[src/spi_sel_pkg.sv]
package spi_sel_pkg;

  // ----------------------------------------------------------------
  // clocking and timing
  // ----------------------------------------------------------------
  localparam int MCLK_HZ = 10_000_000;
  localparam int TWC_MS = 5; // longest internal write cycle, in ms
  localparam int MS_PER_S = 1000;
  localparam int TWC_CYCLES = (TWC_MS * MCLK_HZ) / MS_PER_S;

  // ----------------------------------------------------------------
  // framing
  // ----------------------------------------------------------------
  localparam int BYTE_BITS = 8;
  localparam int BIT_IDX_W = 3; // bit position inside a byte
  localparam int BIT_CNT_W = 16; // bits seen in one frame
  localparam int SYNC_STAGES = 2;
  localparam logic [BIT_IDX_W-1:0] BIT_IDX_FIRST = 3'h0;
  localparam logic [BIT_CNT_W-1:0] BIT_CNT_RESET = 16'h0000;
  localparam logic [BYTE_BITS-1:0] BYTE_RESET = 8'h00;

  // pin synchroniser lanes
  localparam int LANE_CS = 0;
  localparam int LANE_SCK = 1;
  localparam int LANE_SI = 2;
  localparam int LANE_PAUSE = 3;
  localparam int LANES = 4;
  // select resets to its low level, so a select already low at power-up
  // shows no falling edge and cannot arm the port; the clock idles low
  localparam logic [LANES-1:0] LANE_IDLE = 4'h8;

endpackage

[src/write_timer_if.sv]
`timescale 1ns/1ps

// ------------------------------------------------------------------
// launch and progress of the self-timed write cycle
// ------------------------------------------------------------------
interface write_timer_if;
  logic start;
  logic busy;
  logic done;
  modport ctrl (output start, input busy, input done);
  modport timer (input start, output busy, output done);
endinterface
[src/spi_eeprom_select_output_control.sv]
// Function
// low select selects, traffic only while low
// select high gives standby unless writing
// started write cycle always runs to end
// standby entered only after write cycle ends
// serial output high impedance when deselected
// select rise after valid write launches cycle
// ignore everything until first select fall
// output bits change after serial clock fall
// input bits captured on serial clock rise
// bytes travel most significant bit first
// pause low puts serial output high impedance
// select rise off byte boundary abandons write
// select fall clears the bit counter
// deselected: clock and data are ignored
`timescale 1ns/1ps

module spi_eeprom_select_output_control #(
  parameter int TWC_CYCLES = spi_sel_pkg::TWC_CYCLES
) (
  input wire logic mclk,
  input wire logic resetn,
  input wire logic cs_n_pin,
  input wire logic sck_pin,
  input wire logic si_pin,
  input wire logic pause_n_pin,
  input wire logic write_armed,
  input wire logic tx_active,
  input wire logic [spi_sel_pkg::BYTE_BITS-1:0] tx_byte,
  output logic so_out,
  output logic so_oe_n,
  output logic selected,
  output logic standby,
  output logic paused,
  output logic write_busy,
  output logic write_abandon,
  output logic [spi_sel_pkg::BYTE_BITS-1:0] rx_byte,
  output logic rx_byte_valid,
  output logic tx_byte_req,
  output logic [spi_sel_pkg::BIT_CNT_W-1:0] bit_count
);

  localparam int BB = spi_sel_pkg::BYTE_BITS;
  localparam int IW = spi_sel_pkg::BIT_IDX_W;
  localparam int CW = spi_sel_pkg::BIT_CNT_W;
  localparam int NL = spi_sel_pkg::LANES;

  // ----------------------------------------------------------------
  // pin synchronisers
  // ----------------------------------------------------------------
  logic [NL-1:0] pins;
  logic [NL-1:0] meta_reg;
  logic [NL-1:0] sync_reg;
  logic [NL-1:0] prev_reg;

  assign pins[spi_sel_pkg::LANE_CS] = cs_n_pin;
  assign pins[spi_sel_pkg::LANE_SCK] = sck_pin;
  assign pins[spi_sel_pkg::LANE_SI] = si_pin;
  assign pins[spi_sel_pkg::LANE_PAUSE] = pause_n_pin;

  // two flops per lane, then one more for edge finding
  genvar g;
  generate
    for (g = 0; g < NL; g++) begin : g_sync
      always_ff @(posedge mclk or negedge resetn) begin
        if (!resetn) begin
          meta_reg[g] <= spi_sel_pkg::LANE_IDLE[g];
          sync_reg[g] <= spi_sel_pkg::LANE_IDLE[g];
          prev_reg[g] <= spi_sel_pkg::LANE_IDLE[g];
        end else begin
          meta_reg[g] <= pins[g];
          sync_reg[g] <= meta_reg[g];
          prev_reg[g] <= sync_reg[g];
        end
      end
    end
  endgenerate

  logic cs_n_s;
  logic sck_s;
  logic si_s;
  logic pause_n_s;
  logic cs_fall;
  logic cs_rise;
  logic sck_rise;
  logic sck_fall;

  assign cs_n_s = sync_reg[spi_sel_pkg::LANE_CS];
  assign sck_s = sync_reg[spi_sel_pkg::LANE_SCK];
  assign si_s = sync_reg[spi_sel_pkg::LANE_SI];
  assign pause_n_s = sync_reg[spi_sel_pkg::LANE_PAUSE];
  assign cs_fall = prev_reg[spi_sel_pkg::LANE_CS] && !cs_n_s;
  assign cs_rise = !prev_reg[spi_sel_pkg::LANE_CS] && cs_n_s;
  assign sck_rise = !prev_reg[spi_sel_pkg::LANE_SCK] && sck_s;
  assign sck_fall = prev_reg[spi_sel_pkg::LANE_SCK] && !sck_s;

  // ----------------------------------------------------------------
  // power-up arming and selection
  // ----------------------------------------------------------------
  logic armed_reg;
  logic sel_reg;
  logic paused_reg;
  logic active;

  // a select that is already low at power-up does not count
  always_ff @(posedge mclk or negedge resetn) begin
    if (!resetn) begin
      armed_reg <= 1'b0;
    end else if (cs_fall) begin
      armed_reg <= 1'b1;
    end
  end

  always_ff @(posedge mclk or negedge resetn) begin
    if (!resetn) begin
      sel_reg <= 1'b0;
    end else begin
      sel_reg <= !cs_n_s && (armed_reg || cs_fall);
    end
  end

  // the pause flag sets only while the clock is low, and clears with a low clock or on deselect
  always_ff @(posedge mclk or negedge resetn) begin
    if (!resetn) begin
      paused_reg <= 1'b0;
    end else if (!sel_reg) begin
      paused_reg <= 1'b0;
    end else if (!sck_s) begin
      paused_reg <= !pause_n_s;
    end
  end

  // bit traffic is honoured only while selected and not paused
  assign active = sel_reg && !cs_n_s && !paused_reg;

  // ----------------------------------------------------------------
  // bit counter and receive shifter
  // ----------------------------------------------------------------
  logic [CW-1:0] bit_cnt_reg;
  logic [BB-1:0] rx_shift_reg;
  logic [BB-1:0] rx_byte_reg;
  logic rx_valid_reg;
  logic [IW-1:0] bit_idx;

  assign bit_idx = bit_cnt_reg[IW-1:0];

  // select fall or deselect drops any half-received frame
  always_ff @(posedge mclk or negedge resetn) begin
    if (!resetn) begin
      bit_cnt_reg <= spi_sel_pkg::BIT_CNT_RESET;
    end else if (cs_fall || !sel_reg) begin
      bit_cnt_reg <= spi_sel_pkg::BIT_CNT_RESET;
    end else if (active && sck_rise) begin
      bit_cnt_reg <= bit_cnt_reg + CW'(1);
    end
  end

  // first bit lands at the top so the byte fills msb first
  always_ff @(posedge mclk or negedge resetn) begin
    if (!resetn) begin
      rx_shift_reg <= spi_sel_pkg::BYTE_RESET;
      rx_byte_reg <= spi_sel_pkg::BYTE_RESET;
      rx_valid_reg <= 1'b0;
    end else begin
      rx_valid_reg <= 1'b0;
      if (cs_fall || !sel_reg) begin
        rx_shift_reg <= spi_sel_pkg::BYTE_RESET;
      end else if (active && sck_rise) begin
        rx_shift_reg <= {rx_shift_reg[BB-2:0], si_s};
        if (bit_idx == IW'(BB - 1)) begin
          rx_byte_reg <= {rx_shift_reg[BB-2:0], si_s};
          rx_valid_reg <= 1'b1;
        end
      end
    end
  end

  // ----------------------------------------------------------------
  // serial output
  // ----------------------------------------------------------------
  logic [BB-1:0] tx_shift_reg;
  logic so_reg;
  logic so_oe_n_reg;
  logic tx_req_reg;

  // the decoder sees the request a cycle after tx_byte is taken, a byte before the next load
  always_ff @(posedge mclk or negedge resetn) begin
    if (!resetn) begin
      tx_shift_reg <= spi_sel_pkg::BYTE_RESET;
      so_reg <= 1'b0;
      tx_req_reg <= 1'b0;
    end else begin
      tx_req_reg <= 1'b0;
      if (active && tx_active && sck_fall) begin
        if (bit_idx == spi_sel_pkg::BIT_IDX_FIRST) begin
          so_reg <= tx_byte[BB-1];
          tx_shift_reg <= {tx_byte[BB-2:0], 1'b0};
          tx_req_reg <= 1'b1;
        end else begin
          so_reg <= tx_shift_reg[BB-1];
          tx_shift_reg <= {tx_shift_reg[BB-2:0], 1'b0};
        end
      end
    end
  end

  // pause low floats the line at once, without waiting for the clock
  always_ff @(posedge mclk or negedge resetn) begin
    if (!resetn) begin
      so_oe_n_reg <= 1'b1;
    end else begin
      so_oe_n_reg <= !(active && tx_active && pause_n_s);
    end
  end

  // ----------------------------------------------------------------
  // write cycle launch and standby
  // ----------------------------------------------------------------
  write_timer_if wt ();
  logic start_reg;
  logic abandon_reg;
  logic standby_reg;
  logic on_boundary;

  assign on_boundary = (bit_idx == spi_sel_pkg::BIT_IDX_FIRST) &&
                       (bit_cnt_reg != spi_sel_pkg::BIT_CNT_RESET);

  // a rise mid-byte throws the write away rather than half-writing it
  always_ff @(posedge mclk or negedge resetn) begin
    if (!resetn) begin
      start_reg <= 1'b0;
      abandon_reg <= 1'b0;
    end else begin
      start_reg <= 1'b0;
      abandon_reg <= 1'b0;
      if (cs_rise && sel_reg && write_armed && !wt.busy) begin
        if (on_boundary) begin
          start_reg <= 1'b1;
        end else begin
          abandon_reg <= 1'b1;
        end
      end
    end
  end

  assign wt.start = start_reg;

  write_timer #(
    .TWC_CYCLES(TWC_CYCLES)
  ) u_timer (
    .mclk(mclk),
    .resetn(resetn),
    .wt(wt)
  );

  // standby waits out a running write whatever select does meanwhile
  always_ff @(posedge mclk or negedge resetn) begin
    if (!resetn) begin
      standby_reg <= 1'b1;
    end else begin
      standby_reg <= !sel_reg && !wt.busy && !start_reg;
    end
  end

  assign so_out = so_reg;
  assign so_oe_n = so_oe_n_reg;
  assign selected = sel_reg;
  assign standby = standby_reg;
  assign paused = paused_reg;
  assign write_busy = wt.busy;
  assign write_abandon = abandon_reg;
  assign rx_byte = rx_byte_reg;
  assign rx_byte_valid = rx_valid_reg;
  assign tx_byte_req = tx_req_reg;
  assign bit_count = bit_cnt_reg;

endmodule

[src/write_timer.sv]
`timescale 1ns/1ps

module write_timer #(
  parameter int TWC_CYCLES = spi_sel_pkg::TWC_CYCLES
) (
  input wire logic mclk,
  input wire logic resetn,
  write_timer_if.timer wt
);

  localparam int CW = $clog2(TWC_CYCLES + 1);
  localparam logic [CW-1:0] LAST = CW'(TWC_CYCLES - 1);

  logic [CW-1:0] count_reg;
  logic busy_reg;
  logic done_reg;

  // once started the count ignores select entirely; only reset can stop it
  always_ff @(posedge mclk or negedge resetn) begin
    if (!resetn) begin
      count_reg <= '0;
      busy_reg <= 1'b0;
      done_reg <= 1'b0;
    end else begin
      done_reg <= 1'b0;
      if (!busy_reg && wt.start) begin
        busy_reg <= 1'b1;
        count_reg <= '0;
      end else if (busy_reg) begin
        if (count_reg == LAST) begin
          busy_reg <= 1'b0;
          done_reg <= 1'b1;
        end else begin
          count_reg <= count_reg + CW'(1);
        end
      end
    end
  end

  assign wt.busy = busy_reg;
  assign wt.done = done_reg;

endmodule

[config.mk]
export PLATFORM = sky130hd
export DESIGN_NAME = spi_eeprom_select_output_control
export DESIGN_NICKNAME = d
export VERILOG_FILES = /design/src/spi_sel_pkg.sv /design/src/write_timer_if.sv /design/src/spi_eeprom_select_output_control.sv /design/src/write_timer.sv
export SDC_FILE = /design/constraint.sdc
export NUM_CORES = 1
export LEC_CHECK = 0
export BUFFER_PORTS_ARGS = -buffer_cell sky130_fd_sc_hd__buf_2
export CAP_MARGIN = 40
export CORE_ASPECT_RATIO = 1.4
export CORE_MARGIN = 5
export CORE_UTILIZATION = 57
export DETAILED_ROUTE_END_ITERATION = 7
export PLACE_DENSITY = 0.8
export SLEW_MARGIN = 20
export SYNTH_ARGS = -nofsm -noshare
export SYNTH_HDL_FRONTEND = slang
export SYNTH_SLANG_ARGS = --single-unit
[constraint.sdc]
create_clock -name mclk -period 3.3 [get_ports mclk]
set_input_delay 0.99 -clock mclk [delete_from_list [all_inputs] [get_ports mclk]]
set_output_delay 0.99 -clock mclk [all_outputs]
set_load 0.02 [all_outputs]
Word-level counts from Yosys, hierarchy flattened
Cells that the tools add are included.
{ "totals": {"reg_bits": 76, "in_bits": 16, "out_inout_bits": 33} }
{ "classes": {"add_sub_neg": 2, "n_eq_ne": 4, "muxes": 23, "n_bitwise": 1, "reduce_logical": 36} }
{ "op_table": {"columns": ["op", "n"], "rows": [
  ["$mux 16", 5],
  ["$add 16x1->16 const B", 2],
  ["$logic_and 1x1->1", 18],
  ["$eq 16x16->1 const B", 1],
  ["$reduce_bool 16->1", 1],
  ["$mux 1", 15],
  ["$mux 7", 2],
  ["$logic_not 1->1", 10],
  ["$mux 8", 1],
  ["$reduce_bool 2->1", 2],
  ["$eq 3x3->1 const B", 1],
  ["$logic_not 3->1", 1],
  ["$reduce_and 3->1", 1],
  ["$logic_or 1x1->1", 2],
  ["$ne 2x1->1 const B", 1],
  ["$ne 2x2->1 const B", 1],
  ["$reduce_and 2->1", 1],
  ["$not 1->1", 1]
]} }

Logic depth before layout (Yosys ltp)
{ "depth": {"word_depth": 6, "mapped_depth": 6, "ltp_nobuf": 5} }

Modules after synthesis
A second synthesis with hierarchy kept.
{ "unflattened": {"cells_unflattened": 316, "hier_area_um2": 3352.0} }
{ "modules_own_cells": {"columns": ["mod", "instances", "cells_per_inst", "area_per_inst_um2"], "rows": [
  ["spi_eeprom_select_output_control", 1, 217, 2396.0],
  ["write_timer", 1, 99, 955.9]
]} }

Least setup slack after synthesis
OpenSTA, ideal clock, no wires.
{ "synth_timing": {"path_type": "register to register", "start": "register paused_reg, in the netlist paused", "end": "register bit_cnt_reg[15], in the netlist bit_count[15]", "setup_time_ns": 0.066, "t_arrival_ns": 1.895, "t_required_ns": 3.234, "path_slack_ns": 1.339, "stages_incl_launch_ff": 6, "path_cell_list": "dfrtp_1 > nand4bb_2 > or4b_1 > buf_2 > or4_1 > nand2_1"} }
{ "synth_between": {"elab_chain_len": 4} }
{ "synth_rtl": {"columns": ["item", "line", "source"], "rows": [
  ["start: declaration", "spi_eeprom_select_output_control.sv:102", "logic paused_reg;"],
  ["start signal: assignment", "spi_eeprom_select_output_control.sv:129", "paused_reg <= !pause_n_s;"],
  ["$logic_not 1->1", "spi_eeprom_select_output_control.sv:134", "assign active = sel_reg && !cs_n_s && !paused_reg;"],
  ["$logic_and 1x1->1", "spi_eeprom_select_output_control.sv:134", null],
  ["$logic_and 1x1->1", "spi_eeprom_select_output_control.sv:153", "end else if (active && sck_rise) begin"],
  ["$reduce_bool 2->1 (no line)", null, null],
  ["end signal: assignment", "spi_eeprom_select_output_control.sv:150", "bit_cnt_reg <= spi_sel_pkg::BIT_CNT_RESET;"],
  ["end signal: assignment", "spi_eeprom_select_output_control.sv:152", "bit_cnt_reg <= spi_sel_pkg::BIT_CNT_RESET;"],
  ["end signal: assignment", "spi_eeprom_select_output_control.sv:154", "bit_cnt_reg <= bit_cnt_reg + CW'(1);"],
  ["end: declaration", "spi_eeprom_select_output_control.sv:139", "logic [CW-1:0] bit_cnt_reg;"]
]} }
No other way between the ends.
A chain may end at the register's enable or synchronous reset.

Final worst setup path
{ "layout_timing": {"start": "register sel_reg, in the netlist selected", "end": "register rx_byte_reg[1], in the netlist rx_byte[1]"} }
{ "layout_between": {"elab_chain_len": 4, "elab_cells_between_ends": 7, "cone_classes": "1 x bitwise; 6 x reduce/logical"} }
{ "layout_rtl": {"columns": ["item", "line", "source"], "rows": [
  ["start: declaration", "spi_eeprom_select_output_control.sv:101", "logic sel_reg;"],
  ["start signal: assignment", "spi_eeprom_select_output_control.sv:118", "sel_reg <= !cs_n_s && (armed_reg || cs_fall);"],
  ["$logic_and 1x1->1 or $logic_not 1->1 (tied branches)", "spi_eeprom_select_output_control.sv:134, spi_eeprom_select_output_control.sv:166", null],
  ["$logic_and 1x1->1 or $logic_or 1x1->1 (tied branches)", "spi_eeprom_select_output_control.sv:134, spi_eeprom_select_output_control.sv:166", null],
  ["$logic_and 1x1->1 or $not 1->1 (tied branches)", null, null],
  ["$reduce_and 3->1 (no line) *", null, null],
  ["end signal: assignment", "spi_eeprom_select_output_control.sv:162", "rx_byte_reg <= spi_sel_pkg::BYTE_RESET;"],
  ["end signal: assignment", "spi_eeprom_select_output_control.sv:171", "rx_byte_reg <= {rx_shift_reg[BB-2:0], si_s};"],
  ["end: declaration", "spi_eeprom_select_output_control.sv:141", "logic [BB-1:0] rx_byte_reg;"]
]} }
Every way passes the cells marked *; elsewhere a longest branch is shown, timed or not.

==> summary.md <==
| Metric | Value |
|---|---|
| Synthesized netlist net count | ~320 |
| Largest net degree at the start of global routing | 76 |
| Root buf cell | clkbuf_8 |
| Diodes inserted | 0 |
| Yosys top cell area share | between 50% and 60% |
| GP Congestion | a little under 0.8 |
| Achievable clock frequency | about 0.43 GHz |
| Drt first pass iters | 4 |
| Clk buf depth | 2 |
| Setup crit start kind | flip-flop |
| Pre-CTS setup slack | approximately 1.0 ns |
| Synth top area cells | dfrtp_1 (53%), mux2i_1 (5.7%), mux2_4 (3.6%) |
| Routed Antenna Nets | 0 |
| Period utilisation layout | a little over two thirds |
| Outcome | finished clean |
| Fraction of layout cells with a size suffix above 1 | 24.86% |
| Post-synth EDFFs | 0 |
| Worst Path Max Fanout | 11 |
| Starting DRT DRC Count | 88 |
| CP required | 3.52 ns |
| Main synth FF type | dfrtp_1 |
| Layout area overhead | 15.15% |
| Vias in the first global route | approximately 2,500 |
| Worst vdd ir | approximately 0.34 mV |
| Endpoint class of the critical path | flip-flop |
| Tightest Pin Transition | about 0.6 ns |
| Clk sinks | 75 |
| CP max-delay cell | or3b_1 |
| H-tree levels | 3 |
| LEAKAGE | 1.969 nW |
| Starting Density | 57.88% |
| Max-Cap Viols | 0 |
| Fin nets | roughly 370 |
| Total GRT Usage | a little under 20% |
| Residual DRC | 0 |
| Post-detail-place hpwl | approximately 4.7 mm |
| Async SR Flop Fraction | 100.0% |
| Crit path DAT | 2.55 ns |
| Mapped Area | ~0.0033 mm² |
| Met2 wire length | 3.494 mm |
| Initial antenna violation count | 0 |
| # rows | 33 |
| Post-CTS setup buffer count | 0 |
| Clk Latency, worst-skew pair | approximately 0.35 ns |
| Hold Fails Final Rpt | 0 |
| TritonCTS clock tree | done |
| Via density | 5.816 |
| Final setup viols | 0 |
| Fill count | 445 |
| Mean Syn Cell Area | roughly 11 µm² |
| Total power | between 1.5 and 2 mW |
| Hold path startpoint | meta_reg[0] |
| Worst Skew | 0.01118 ns |
| CTS clk-pin slew, worst paths | about 0.08 ns |
| Max-slew violation count | 0 |
| Worst setup margin | between 0.9 and 1 ns |
| WS Path Type | flip-flop to flip-flop |
| Cells along the critical path | nor3b_4 -> nand3b_1 -> buf_4 -> or3b_1 -> mux2_4 |
| Top layer in use | met4 |
| Post-CTS Hold Buffers | 0 |
| Largest stage delay, worst path | between 0.6 and 0.7 ns |
| WL met3 | 267 µm |
| RSZ-0062 raised after global routing | false |
| I/O Pins | 49 |
| GRT overflow | 0 |
| Critical path origin | selected |
| Commonest non-fill, non-tap cell in the layout | dfrtp_1 |
| Chip width | approximately 75 µm |
| Die area | 0.007524 mm² |
| First-pass GRT wire length | between 10 and 15 mm |
| Die Ht | roughly 100 µm |
| Path type of the worst min-delay path | flip-flop to flip-flop |
| Setup TNS | 0 ns |
| Port bufs | between 40 and 50 |
| Synthesis-stage register bit count | 75 |
| Synth unique cells | 48 |
| Reg-to-reg startpoint | selected |
| Avg WL per Cell | ~15 µm |
| PD cells | 438.0 mW/mm² |
| WL met1 | approximately 2.6 mm |
| Most frequent cells in the layout | dfrtp_1 (71), buf_2 (48), nor2_1 (26) |
| Final min period | 2.325 ns |
| Synth warnings | 0 |
| Cells after Synth | between 200 and 300 |
| Vias | approximately 2,500 |
| Final WL | 6.561 mm |
| Post-CTS sizing | 0 |
| Seq/Total Area, Yosys | about 56% |
| Relative slew slack | about three fifths |
| Cell accounting for the most synthesized area | dfrtp_1 |
| Core Footprint | 0.005781 mm² |
| TritonCTS Buffers | 9 |
[cell type report]
class                   instances  area [µm²]  area share, %
well taps                      70       87.58          2.273
inverters                       7       26.28         0.6820
repair buffers                 52       286.5          7.437
flip-flops and latches         75        1882          48.85
clock buffers                  11       141.4          3.670
multi-input cells             204        1390          36.08
clock inverters                 5       38.79          1.007
[logic make-up after synthesis]
kind of cell / after synthesis / share of synthesized area (%)
mux: 27 / 9.275
flops: 75 / 56.25
fa+ha+maj: 4 / 1.496
buf+inv: 18 / 2.206
xor+xnor: 11 / 2.880
simple gates: 123 / 20.53
compound gates: 39 / 7.367
[critical path: cells and delay by family, from the launching register on]
family | cells | cell delay, ns
multiplexers | 1 | 0.39
AND/OR/NAND/NOR | 3 | 1.11
flip-flops | 1 | 0.49
buffers and inverters | 1 | 0.21
[stage by stage]
step                      cells  utilization, %  hold slack (ns)  cell area (µm²)
after global routing        424           66.65           0.3651             3852
after CTS                   423           66.45           0.3564             3841
after global placement      406           63.20           0.3332             3654
after floorplan             297               -           0.3312             3346
after detailed placement    407           63.33           0.3394             3661
final                       424           66.65           0.3548             3852
[synthesized netlist by cell type (all sizes together) (3+ instances only)]
master,n
mux2,8
nand3,16
dfstp,4
clkbuf,6
nand2,25
nor2b,3
inv,7
or4,4
nand4,10
xnor2,4
or3,4
buf,5
nor2,26
a21oi,9
and3,5
ha,4
mux2i,19
dfrtp,71
o31ai,3
or3b,3
and4,5
nor3,5
o21ai,18
o211ai,5
xor2,7
[power by group]
part / switching [mW] / internal, mW
logic: 0.0551 / 0.0341
registers: 0.0192 / 0.952
clock network: 0.332 / 0.294
[worst paths after layout]
kind                       slack (ns)  cells after the start     endpoint
max                              0.97                      5   rx_byte[1]
min                              0.35                      0       cs_n_s
max reg2reg                      0.97                      5   rx_byte[1]
min reg2reg                      0.35                      0       cs_n_s
max in group asynchronous        2.29                      2  meta_reg[3]
min in group asynchronous        0.66                      2   rx_byte[4]
[routing by layer]
metal | global-route usage, % | vias to the layer above
met2 | 31.28 | 58
met4 | 9.315 | 0
met1 | 23.85 | 1221
li1 | - | 1168
met5 | 0 | -
met3 | 4.990 | 19
(Power assumes the default switching activity.)
